File: src/rtl/dram_ctl_pkg.sv
// constants and carrier types for the page mode dram controller
package dram_ctl_pkg;
   // ----------------------------------------------------------------
   // clock and timing
   // ----------------------------------------------------------------
   localparam int CLK_PS          = 5000;
   localparam int T_PAUSE_US      = 200;
   localparam int C_PAUSE         = (T_PAUSE_US * 1000000) / CLK_PS;
   localparam int T_REF_DIST_US   = 16400;
   localparam int T_REF_BURST_US  = 8200;
   localparam int N_ROWS          = 1024;
   // per-row interval for distributed refresh, rounded down
   // 64-bit product: the microsecond to picosecond scale overflows int
   localparam int C_REF_INTERVAL  =
      int'((longint'(T_REF_DIST_US) * 1000000) / (CLK_PS * N_ROWS));
   localparam int C_REF_BURST     = int'((longint'(T_REF_BURST_US) * 1000000) / CLK_PS);
   localparam int N_INIT          = 8;
   localparam int T_RP_NS         = 50;
   localparam int T_RAS_NS        = 80;
   localparam int T_RCD_NS        = 20;
   localparam int T_CAS_NS        = 20;
   localparam int T_CP_NS         = 10;
   localparam int T_CAC_NS        = 40;
   localparam int T_RAH_NS        = 10;
   localparam int T_CSR_NS        = 10;
   localparam int T_CHR_NS        = 12;
   localparam int C_RP   = (T_RP_NS * 1000 + CLK_PS - 1) / CLK_PS;
   localparam int C_RAS  = (T_RAS_NS * 1000 + CLK_PS - 1) / CLK_PS;
   localparam int C_RCD  = (T_RCD_NS * 1000 + CLK_PS - 1) / CLK_PS;
   localparam int C_CAS  = (T_CAS_NS * 1000 + CLK_PS - 1) / CLK_PS;
   localparam int C_CP   = (T_CP_NS * 1000 + CLK_PS - 1) / CLK_PS;
   localparam int C_CAC  = (T_CAC_NS * 1000 + CLK_PS - 1) / CLK_PS;
   localparam int C_RAH  = (T_RAH_NS * 1000 + CLK_PS - 1) / CLK_PS;
   localparam int C_CSR  = (T_CSR_NS * 1000 + CLK_PS - 1) / CLK_PS;
   localparam int C_CHR  = (T_CHR_NS * 1000 + CLK_PS - 1) / CLK_PS;
   localparam int CW     = 24;
   // ----------------------------------------------------------------
   // widths
   // ----------------------------------------------------------------
   localparam int AW     = 10;
   localparam int DW     = 36;
   localparam int LANES  = 4;
   localparam int LANE_W = 9;
   localparam int HALVES = 2;
   // ----------------------------------------------------------------
   // carriers
   // ----------------------------------------------------------------
   typedef struct packed {
      logic          write;
      logic          half;
      logic [AW-1:0] row;
      logic [AW-1:0] col;
      logic [DW-1:0] wdata;
      logic [LANES-1:0] lanes;
   } req_t;

   typedef struct packed {
      logic [HALVES-1:0] row_strobe_n;
      logic [LANES-1:0]  col_strobe_n;
      logic              write_en_n;
      logic [AW-1:0]     addr;
   } pins_t;
endpackage

File: src/rtl/dram_wait.sv
`timescale 1ns/1ps
// wait counter: loads a count and reports when it has run out
module dram_wait (
   input  wire logic                          clk,
   input  wire logic                          arst_n,
   input  wire logic                          load,
   input  wire logic [dram_ctl_pkg::CW-1:0]   count,
   output logic                               done
);
   logic [dram_ctl_pkg::CW-1:0] remain;
   logic [dram_ctl_pkg::CW-1:0] next_remain;

   always_comb begin
      if (load) begin
         next_remain = count;
      end else if (remain != '0) begin
         next_remain = remain - 24'h000001;
      end else begin
         next_remain = remain;
      end
   end

   always_ff @(posedge clk or negedge arst_n) begin
      if (!arst_n) begin
         remain <= '0;
      end else begin
         remain <= next_remain;
      end
   end

   // no path from load to done, so callers may load on done
   assign done = (remain == '0);
endmodule

File: src/rtl/dram_ctl.sv
`timescale 1ns/1ps
// host controller driving a fast page mode dram module
// How it works
// (RQ1) 200us strobes idle, then eight row-only cycles
// (RQ2) cbr mode: eight cas-before-ras init cycles instead
// (RQ3) distributed: 1024 rows per 16.4 ms
// (RQ4) burst: 1024 rows within 8.2 ms; the code bursts 512 owed rows about every 8.2 ms
// (RQ5) early write keeps module outputs off
// (RQ6) write enable held high after read ends
// (RQ7) row-only refresh keeps column strobes high
// (RQ8) page mode: row held, column strobe toggles
// (RQ9) two million 36-bit words, muxed address
// (RQ10) row latched on ras fall, column on cas
// (RQ11) cas per nine-bit lane, ras per half
module dram_ctl (
   input  wire logic                           clk,
   input  wire logic                           arst_n,
   input  wire logic                           use_cbr,
   input  wire logic                           burst_mode,
   input  wire logic                           req_valid,
   input  wire dram_ctl_pkg::req_t             req,
   output logic                                req_ready,
   output logic                                rd_valid,
   output logic [dram_ctl_pkg::DW-1:0]         rd_data,
   output logic                                init_done,
   output dram_ctl_pkg::pins_t                 pins,
   output logic [dram_ctl_pkg::DW-1:0]         dq_out,
   output logic                                dq_oe,
   input  wire logic [dram_ctl_pkg::DW-1:0]    dq_in
);
   // ----------------------------------------------------------------
   // states
   // ----------------------------------------------------------------
   typedef enum logic [9:0] {
      S_PAUSE = 10'h001, S_IDLE = 10'h002, S_ROW = 10'h004, S_COL = 10'h008,
      S_CPRE  = 10'h010, S_CLOSE = 10'h020, S_PRE = 10'h040, S_RFROW = 10'h080,
      S_CBR   = 10'h100, S_CBRRAS = 10'h200
   } state_t;

   // reload one short so the timer period is the whole interval
   localparam int RC = dram_ctl_pkg::C_REF_INTERVAL - 1;

   state_t                         state, next_state;
   dram_ctl_pkg::pins_t            next_pins;
   logic [dram_ctl_pkg::DW-1:0]    next_dq_out, next_rd_data;
   logic                           next_dq_oe, next_rd_valid, next_req_ready, next_init_done;
   logic [3:0]                     init_cnt, next_init_cnt;
   logic [dram_ctl_pkg::AW-1:0]    ref_row, next_ref_row;
   logic [dram_ctl_pkg::CW-1:0]    ref_timer, next_ref_timer;
   logic [10:0]                    ref_owed, next_ref_owed;
   dram_ctl_pkg::req_t             cur, next_cur;
   logic                           wt_load;
   logic [dram_ctl_pkg::CW-1:0]    wt_count;
   logic                           wt_done;
   logic                           pause_armed;
   logic                           draining, next_draining;

   dram_wait u_wait (
      .clk    (clk),
      .arst_n (arst_n),
      .load   (wt_load),
      .count  (wt_count),
      .done   (wt_done)
   );

   function automatic logic [dram_ctl_pkg::HALVES-1:0] half_sel(input logic h);
      half_sel = h ? 2'b01 : 2'b10;
   endfunction

   // ----------------------------------------------------------------
   // refresh budget
   // ----------------------------------------------------------------
   logic refresh_due;
   logic ref_taken;
   always_comb begin
      next_ref_timer = ref_timer;
      next_ref_owed  = ref_owed;
      next_draining  = burst_mode && refresh_due;                  // [RQ4]
      if (ref_timer == '0) begin
         next_ref_timer = RC[dram_ctl_pkg::CW-1:0];
         if (init_done) begin
            // burst mode lets debt build to half the array, 512 rows [RQ4]
            next_ref_owed = ref_owed + 11'h001;                 // [RQ3]
         end
      end else begin
         next_ref_timer = ref_timer - 24'h000001;
      end
      if (ref_taken && next_ref_owed != '0) begin
         next_ref_owed = next_ref_owed - 11'h001;
      end
   end
   // distributed refreshes each row as owed; burst waits for 512 owed rows
   // once a burst starts it drains the whole debt back to back
   assign refresh_due = burst_mode ? (ref_owed >= 11'h200 || (draining && ref_owed != '0))
                                   : (ref_owed != '0);                          // [RQ4]

   // ----------------------------------------------------------------
   // main sequencer
   // ----------------------------------------------------------------
   always_comb begin
      next_state     = state;
      next_pins      = pins;
      next_dq_out    = dq_out;
      next_dq_oe     = dq_oe;
      next_rd_data   = rd_data;
      next_rd_valid  = 1'b0;
      next_req_ready = 1'b0;
      next_init_done = init_done;
      next_init_cnt  = init_cnt;
      next_ref_row   = ref_row;
      next_cur       = cur;
      wt_load        = 1'b0;
      wt_count       = '0;
      ref_taken      = 1'b0;
      case (state)
         S_PAUSE: begin
            // strobes stay high for the power-up pause [RQ1]
            if (!pause_armed) begin
               wt_load  = 1'b1;
               wt_count = dram_ctl_pkg::C_PAUSE[dram_ctl_pkg::CW-1:0];         // [RQ1]
            end else if (wt_done) begin
               next_state = use_cbr ? S_CBR : S_RFROW;                   // [RQ2]
            end
         end
         S_IDLE: begin
            // an offered request is always taken, refresh follows it
            if (req_valid && req_ready) begin
               next_cur          = req;
               next_pins.addr    = req.row;
               next_pins.row_strobe_n = ~half_sel(req.half);            // [RQ11] [RQ10]
               next_pins.write_en_n   = ~req.write;                      // [RQ5]
               if (req.write) begin
                  next_dq_out = req.wdata;
                  next_dq_oe  = 1'b1;
               end
               wt_load  = 1'b1;
               wt_count = dram_ctl_pkg::C_RAH[dram_ctl_pkg::CW-1:0];
               next_state = S_ROW;
            end else if (refresh_due || !init_done) begin
               next_state = use_cbr ? S_CBR : S_RFROW;
            end else begin
               next_req_ready = 1'b1;
            end
         end
         S_ROW: begin
            next_pins.addr = cur.col;
            if (wt_done) begin
               // lane strobes, write enable already low for early write [RQ5]
               next_pins.col_strobe_n = ~cur.lanes;                      // [RQ11] [RQ9]
               wt_load  = 1'b1;
               wt_count = dram_ctl_pkg::C_CAC[dram_ctl_pkg::CW-1:0];
               next_state = S_COL;
            end
         end
         S_COL: begin
            if (wt_done) begin
               if (!cur.write) begin
                  next_rd_data  = dq_in;
                  next_rd_valid = 1'b1;
               end
               next_pins.col_strobe_n = '1;
               wt_load  = 1'b1;
               wt_count = dram_ctl_pkg::C_CP[dram_ctl_pkg::CW-1:0];
               next_state = S_CPRE;
            end
         end
         S_CPRE: begin
            // same row and kind: stay in page, toggle column strobe [RQ8]
            if (wt_done) begin
               if (req_valid && req_ready) begin
                  next_cur = req;
                  next_pins.addr = req.col;
                  next_pins.col_strobe_n = ~req.lanes;                  // [RQ8]
                  if (req.write) begin
                     next_dq_out = req.wdata;
                  end
                  wt_load  = 1'b1;
                  wt_count = dram_ctl_pkg::C_CAC[dram_ctl_pkg::CW-1:0];
                  next_state = S_COL;
               end else if (!req_ready && req_valid && !refresh_due && req.row == cur.row
                            && req.half == cur.half && req.write == cur.write) begin
                  // offer only for a page hit, so an offer is never refused
                  next_req_ready = 1'b1;
               end else begin
                  next_state = S_CLOSE;
               end
            end
         end
         S_CLOSE: begin
            next_pins.row_strobe_n = '1;
            next_dq_oe = 1'b0;
            wt_load  = 1'b1;
            wt_count = dram_ctl_pkg::C_RP[dram_ctl_pkg::CW-1:0];
            next_state = S_PRE;
         end
         S_PRE: begin
            // write enable returns high only after ras is high [RQ6]
            next_pins.write_en_n = 1'b1;                                 // [RQ6]
            if (wt_done) begin
               next_state = S_IDLE;
            end
         end
         S_RFROW: begin
            // column strobes stay high, row address only [RQ7]
            next_pins.col_strobe_n = '1;                                 // [RQ7]
            next_pins.addr         = ref_row;
            next_pins.row_strobe_n = '0;
            next_ref_row = ref_row + 10'h001;
            wt_load  = 1'b1;
            wt_count = dram_ctl_pkg::C_RAS[dram_ctl_pkg::CW-1:0];
            next_state = S_CBRRAS;
         end
         S_CBR: begin
            next_pins.col_strobe_n = '0;                                 // [RQ2]
            wt_load  = 1'b1;
            wt_count = dram_ctl_pkg::C_CSR[dram_ctl_pkg::CW-1:0];
            next_state = S_CBRRAS;
            next_init_cnt = init_cnt;
         end
         S_CBRRAS: begin
            if (wt_done && pins.row_strobe_n == '1) begin
               next_pins.row_strobe_n = '0;
               wt_load  = 1'b1;
               wt_count = dram_ctl_pkg::C_RAS[dram_ctl_pkg::CW-1:0];
            end else if (wt_done) begin
               next_pins.row_strobe_n = '1;
               next_pins.col_strobe_n = '1;
               if (init_done) begin
                  ref_taken = 1'b1;
               end else begin
                  next_init_cnt = init_cnt + 4'h1;
                  if (init_cnt == 4'(dram_ctl_pkg::N_INIT - 1)) begin
                     next_init_done = 1'b1;                              // [RQ1] [RQ2]
                  end
               end
               wt_load  = 1'b1;
               wt_count = dram_ctl_pkg::C_RP[dram_ctl_pkg::CW-1:0];
               next_state = S_PRE;
            end
         end
         default: begin
            next_state = S_IDLE;
         end
      endcase
   end

   always_ff @(posedge clk or negedge arst_n) begin
      if (!arst_n) begin
         state     <= S_PAUSE;
         pins      <= '{row_strobe_n: '1, col_strobe_n: '1, write_en_n: 1'b1, addr: '0};
         dq_out    <= '0;
         dq_oe     <= 1'b0;
         rd_data   <= '0;
         rd_valid  <= 1'b0;
         req_ready <= 1'b0;
         init_done <= 1'b0;
         init_cnt  <= '0;
         ref_row   <= '0;
         ref_timer <= '0;
         ref_owed  <= '0;
         cur       <= '0;
         pause_armed <= 1'b0;
         draining  <= 1'b0;
      end else begin
         state     <= next_state;
         pins      <= next_pins;
         dq_out    <= next_dq_out;
         dq_oe     <= next_dq_oe;
         rd_data   <= next_rd_data;
         rd_valid  <= next_rd_valid;
         req_ready <= next_req_ready;
         init_done <= next_init_done;
         init_cnt  <= next_init_cnt;
         ref_row   <= next_ref_row;
         ref_timer <= next_ref_timer;
         ref_owed  <= next_ref_owed;
         cur       <= next_cur;
         // power-up pause is loaded in the first cycle out of reset
         pause_armed <= 1'b1;
         draining  <= next_draining;
      end
   end
endmodule

File: config.mk
export PLATFORM = sky130hd
export DESIGN_NAME = dram_ctl
export DESIGN_NICKNAME = d
export VERILOG_FILES = /design/src/rtl/dram_ctl_pkg.sv /design/src/rtl/dram_wait.sv /design/src/rtl/dram_ctl.sv
export SDC_FILE = /design/constraint.sdc
export NUM_CORES = 1
export LEC_CHECK = 0
export BUFFER_PORTS_ARGS = -buffer_cell sky130_fd_sc_hd__buf_4
export CORE_AREA = 10 10 159 161
export DETAILED_ROUTE_END_ITERATION = 8
export DIE_AREA = 0 0 169 171
export PLACE_DENSITY = 0.69
export SLEW_MARGIN = 20
export SYNTH_ARGS = -nofsm -noshare
export SYNTH_HDL_FRONTEND = slang
export SYNTH_SLANG_ARGS = --single-unit
export TNS_END_PERCENT = 100
File: constraint.sdc
create_clock -name clk -period 4 [get_ports clk]
set_input_delay 0.2 -clock clk [delete_from_list [all_inputs] [get_ports clk]]
set_output_delay 0.2 -clock clk [all_outputs]
set_load 0.1 [all_outputs]
After elaboration in Yosys (flattened, before gate mapping) --
Index checks and enable logic that the tools add are counted.
Word-level totals: register bits after elaboration 240, input port bits 103
Operators by class: add/subtract/negate cells 6, $lt $le $gt $ge 1, multiplexer cells 77, reductions and logical operators 40, bitwise logic cells 7, equal/unequal tests 29
Operators by type and width (count):
- one-hot mux 16 bit (9 select lines) | 1
- 2-to-1 mux 10 bit | 14
- 2-to-1 mux 62 bit | 2
- one-hot mux 62 bit (2 select lines) | 1
- 2-to-1 mux 36 bit | 3
- one-hot mux 10 bit (9 select lines) | 1
- 2-to-1 mux 24 bit | 3
- one-hot mux 36 bit (2 select lines) | 1
- zero test 24 bit | 2
- subtractor 24 x 1 -> 24 bit, second input constant | 2
- 2-to-1 mux 11 bit | 4
- one-hot mux 10 bit (4 select lines) | 1
- 2-to-1 mux 4 bit | 9
- one-hot mux 4 bit (6 select lines) | 1
- nonzero test 24 bit | 1
- 2-to-1 mux 1 bit | 22
- != test 2 bit, second input constant | 11
- nonzero test 11 bit | 2
- 2-to-1 mux 16 bit | 1
- AND reduction 3 bit | 4
- adder 11 x 1 -> 11 bit, second input constant | 1
- >= comparator 11 x 10 -> 1 bit, second input constant | 1
- subtractor 11 x 1 -> 11 bit, second input constant | 1
- adder 10 x 1 -> 10 bit, second input constant | 1
- 38 further kinds | 70

Longest topological paths before layout --
depth after elaboration 13, depth in mapped cells 13, gate-level depth less buffers 13

Cells and area by module --
From an unflattened synthesis, not the netlist that was laid out.
Unflattened totals: cell total of the unflattened synthesis 860, area total of the unflattened synthesis 9865.7 µm²
By module, submodules not included:
- dram_ctl | sequential area each 4514.3 µm², area each 8388.0 µm², cells each 709, times used 1
- dram_wait | sequential area each 600.6 µm², area each 1477.7 µm², cells each 151, times used 1

Worst setup path after synthesis --
OpenSTA, ideal clock, no wires.
path kind flip-flop to flip-flop, from reg init_done, to reg ref_owed[6], stages on the path, launching flop included 12, path slack 0.602 ns, setup time 0.080 ns, path buffers 1, arrival 3.318 ns, clock period less this slack 3.398 ns, cell sequence dfrtp_1 -> buf_2 -> nand4_1 -> nor2_1 -> mux2i_1 -> ha_1 -> nand2_1 -> o21bai_1 -> nand2_4 -> or3_1 -> a32oi_1 -> xnor2_1
Between the ends: longest elaborated chain between the ends 6, elaborated cells on any way between the ends 10, those cells by class 1 x add/sub; 7 x mux; 2 x reduce/logical
Ends and longest elaborated chain:
- from (decl) | RTL line dram_ctl.sv:25 | output logic init_done,
- from (signal assigned) | RTL line dram_ctl.sv:272 | init_done <= next_init_done;
- branches (longest 5 deep; another with subtractor 11 x 1 -> 11 bit)
- 2-to-1 mux 11 bit (*) | RTL line dram_ctl.sv:88 | if (ref_taken && next_ref_owed != '0) begin
- net next_ref_owed[6] | RTL line dram_ctl.sv:50 | logic [10:0] ref_owed, next_ref_owed;
- to (signal assigned) | RTL line dram_ctl.sv:276 | ref_owed <= next_ref_owed;
- to (decl) | RTL line dram_ctl.sv:50
Mark *: on every way through the listed nets, which the timed path passes. A chain may end at the register's enable or synchronous reset.

Worst setup path in the final report --
from reg ref_timer[8] (netlist bit), to reg ref_owed[6]
Between the ends: longest elaborated chain between the ends 5, elaborated cells on any way between the ends 6, those cells by class 1 x add/sub; 2 x mux; 3 x reduce/logical
Ends and longest elaborated chain:
- from (decl) | RTL line dram_ctl.sv:49 | logic [dram_ctl_pkg::CW-1:0] ref_timer, next_ref_timer;
- from (signal assigned) | RTL line dram_ctl.sv:275 | ref_timer <= next_ref_timer;
- zero test 24 bit (*) | RTL line dram_ctl.sv:79 | if (ref_timer == '0) begin
- 2-to-1 mux 11 bit (*) | RTL line dram_ctl.sv:79
- branches (longest 2 deep; another with subtractor 11 x 1 -> 11 bit)
- 2-to-1 mux 11 bit (*) | RTL line dram_ctl.sv:88
- net next_ref_owed[6] | RTL line dram_ctl.sv:50
Marks and branches as above.

==> summary.txt <==
Run status
  – Status: finished clean

Drt
  – Total Wirelength: 26440 um
  – WL per Instance: 17.94 um
  – DR vias: 7777
  – Starting DRT DRC Count: 424
  – ANT nets after route: 0
  – Post-Route M1 WL: 10500 um
  – First-pass DRT Iterations: 8
  – WL met3: 1486 um
  – Uppermost layer routed: met4
  – Vias/cell: 5.276
  – WL met2: 13780 um
  – DRC: 0

Synth
  – Syn nets: 975
  – Cell Area, Synth: 0.009812 mm^2
  – Yosys synthesis warning count: 0
  – Async SR Flop Fraction: 1.000
  – Top_reg_cell synth: dfrtp_1
  – #FFs+latches synth: 204
  – Yosys cell types: 68
  – Post-synth EDFFs: 0
  – Mapped Cells: 864
  – Register area share after synthesis: 0.5213
  – Avg Inst Size Synth: 11.36 um^2

Timing
  – Finish-stage setup viols: 0
  – Pins Over Slew Limit: 0
  – Final TNS setup: 0 ns
  – Actual slew at the worst max-slew pin: 0.8316 ns
  – Setup ws final: 0.3902 ns
  – Fin crit period: 3.610 ns
  – Peak Freq: 277.0 MHz
  – RSZ-0062 raised after global routing: no
  – Normalized max-slew margin: 0.4414
  – Clk_skew: 0.02041 ns
  – Period utilization: 0.9024
  – Final hold slack: 0.3427 ns
  – Final Hold Vio Count: 0

Critical path
  – CP required: 4.43 ns
  – CP Data Arrival Time: 4.04 ns
  – Critical Path Start: ref_timer[8]
  – R2R setup slack: 0.39 ns
  – R2R Path Start: ref_timer[8]
  – Crit start category: flip-flop
  – CP Class: reg -> reg
  – Critical path capture point: ref_owed[6]
  – CP max FO: 6
  – Crit path capture type: flip-flop
  – Worst R2R End: ref_owed[6]
  – Worst-case reg-to-reg path depth: 11

Clock tree
  – Clk sinks: 204
  – H-tree depth: 1
  – Inserted Clock Buffers: 24
  – # resized after CTS: 0
  – Skew-Pair Late Insertion Delay: 0.52 ns
  – Clk buf depth: 3
  – CTS tree: done
  – CTS root buf: clkbuf_16
  – CTS clk-pin slew, worst paths: 0.06 ns

Power
  – PD cells: 333.3 mW/mm^2
  – Leak pwr: 6.529 nW
  – VDD IR max: 0.2280 mV

Placed design
  – Final GP Congestion: 0.8909
  – Placed Area: 0.01161 mm^2
  – Dpl hpwl: 17810 um
  – Port bufs: 195
  – Worst Setup Slack post-DPL: 0.3707 ns

Finish
  – NumNets Final: 1281
  – Most frequent cells in the layout: buf_4, dfrtp_1, dlygate4sd3_1
  – Leading cell type in the layout, fill and taps excluded: buf_4
  – Area growth from synthesis to layout: 36.95%
  – Final instance area: 0.01344 mm^2
  – Share of cells above drive strength 1: 0.3232

Floorplan
  – Die area: 0.02890 mm^2
  – Ports: 196
  – # rows: 55
  – Initial Utilization: 0.4414
  – Die W: 169 um
  – Die height: 171 um
  – Core area: 0.02223 mm^2

Global route
  – Congestion Overflow GR: 0
  – Total GRT Usage: 0.1776
  – Vias in the first global route: 8177
  – Initial antenna violation count: 0
  – Wire length of the first global-routing pass: 42730 um
  – Largest net degree at the start of global routing: 99

Flow run
  – Number of max-cap violations: 0

Worst hold path
  – Hold WC Path Type: in -> async
## cell usage after synthesis (all sizes together), types with 2 or more instances
library cell | instances | area [um^2]
dfrtp | 196 | 4905
mux2 | 98 | 1212
nor2 | 89 | 355.3
nand2 | 79 | 311.5
xnor2 | 57 | 499.2
nor3 | 31 | 160.1
nor4 | 28 | 202.7
xor2 | 23 | 201.4
a21oi | 22 | 110.1
nand4 | 22 | 137.6
clkbuf | 19 | 71.32
buf | 16 | 117.6
o21ai | 15 | 75.07
nand3 | 13 | 65.06
a31oi | 11 | 68.82
a222oi | 10 | 100.1
nand2b | 10 | 62.56
dfstp | 8 | 210.2
ha | 8 | 100.1
inv | 8 | 30.03
or2 | 8 | 50.05
a211oi | 7 | 67.57
or3 | 7 | 43.79
or4 | 7 | 60.06
and3 | 6 | 37.54
and2 | 5 | 31.28
mux2i | 5 | 50.05
nand4b | 5 | 43.79
nor2b | 5 | 31.28
nor4b | 4 | 35.03
o21a | 4 | 30.03
o221a | 4 | 45.04
o22a | 4 | 35.03
o31ai | 4 | 30.03
and4 | 3 | 26.28
a2111oi | 2 | 23.77
a21o | 2 | 15.01
a32oi | 2 | 17.52
and4b | 2 | 20.02
nor3b | 2 | 20.02
o211ai | 2 | 15.01
## timing repair
action,4_1_cts,5_1_grt
endpoints found under the hold margin,211,0
setup buffers,0,0
hold buffers,102,0
## routing by layer
| layer | vias to the layer above | track usage |
|---|---|---|
| met5 | - | 0 |
| met4 | 0 | 0.05253 |
| met3 | 52 | 0.03992 |
| met2 | 209 | 0.3074 |
| met1 | 3801 | 0.2166 |
| li1 | 3715 | - |
## flip-flops by register name (all words and copies together) (netlist names), 11 cells and up
register	cells
ref_timer	24
ref_owed	11
cur	26
dq_out	36
pins	17
rd_data	36
u_wait.remain	24
## report_power, final
part | switching, mW | total (mW) | internal [mW] | leakage (nW)
Combinational | 0.0868 | 0.223 | 0.137 | 3.38
Clock | 0.843 | 2.19 | 1.35 | 0.401
Sequential | 0.000163 | 2.07 | 2.07 | 2.74
Total | 0.930 | 4.48 | 3.55 | 6.53
## worst max-delay path, cell delays in order (launching register included)
cell      delay [ns]
dfrtp_1         0.43
nor4_1          0.56
nand4_1         0.20
nor2_1          0.41
mux2i_1         0.31
ha_1            0.23
nand2_1         0.07
o21bai_1        0.58
nand2_4         0.10
or3_1           0.33
a32oi_1         0.19
xnor2_1         0.14
## how the worst min path moves through the flow
stage / from / endpoint / cells past startpoint
after floorplan: arst_n / cur[0] / 0
after global routing: arst_n / ref_owed[5] / 2
final: arst_n / ref_owed[7] / 2
after detailed placement: arst_n / ref_owed[4] / 1
after CTS: arst_n / init_done / 2
after global placement: arst_n / ref_owed[6] / 1
## kinds of logic (layout without fill, tap and decap cells)
group                    Yosys count  after routing  synth area share
multiplexers                     103            103            0.1287
AO/OA/AOI/OAI                     98             98           0.07256
flip-flops                       204            204            0.5213
buffers and inverters             44            368           0.02282
other                              1              2         0.0003822
AND/OR/NAND/NOR                  326            326            0.1727
adder cells (fa/ha/maj)            8              8           0.01020
XOR/XNOR                          80             80           0.07141
## cell type report
cell class / instances / area, um^2
fill: 1741 / 8790
sequential: 204 / 5115
multi-input combinational: 616 / 4483
timing repair buffer: 315 / 2639
clock buffer: 36 / 705.7
tap: 285 / 356.6
clock inverter: 8 / 101.3
inverter: 9 / 35.03
antenna: 1 / 2.502
## metrics by stage
stage            util  std cells  power, mW
2_1_floorplan       -        864      2.111
3_5_place_dp   0.5222       1327      2.241
6_report       0.6046       1474      4.479
5_1_grt        0.6044       1473      4.641
4_1_cts        0.6044       1473      4.527
3_3_place_gp   0.5222       1327      2.239
Power figures use the tool's default switching activity.
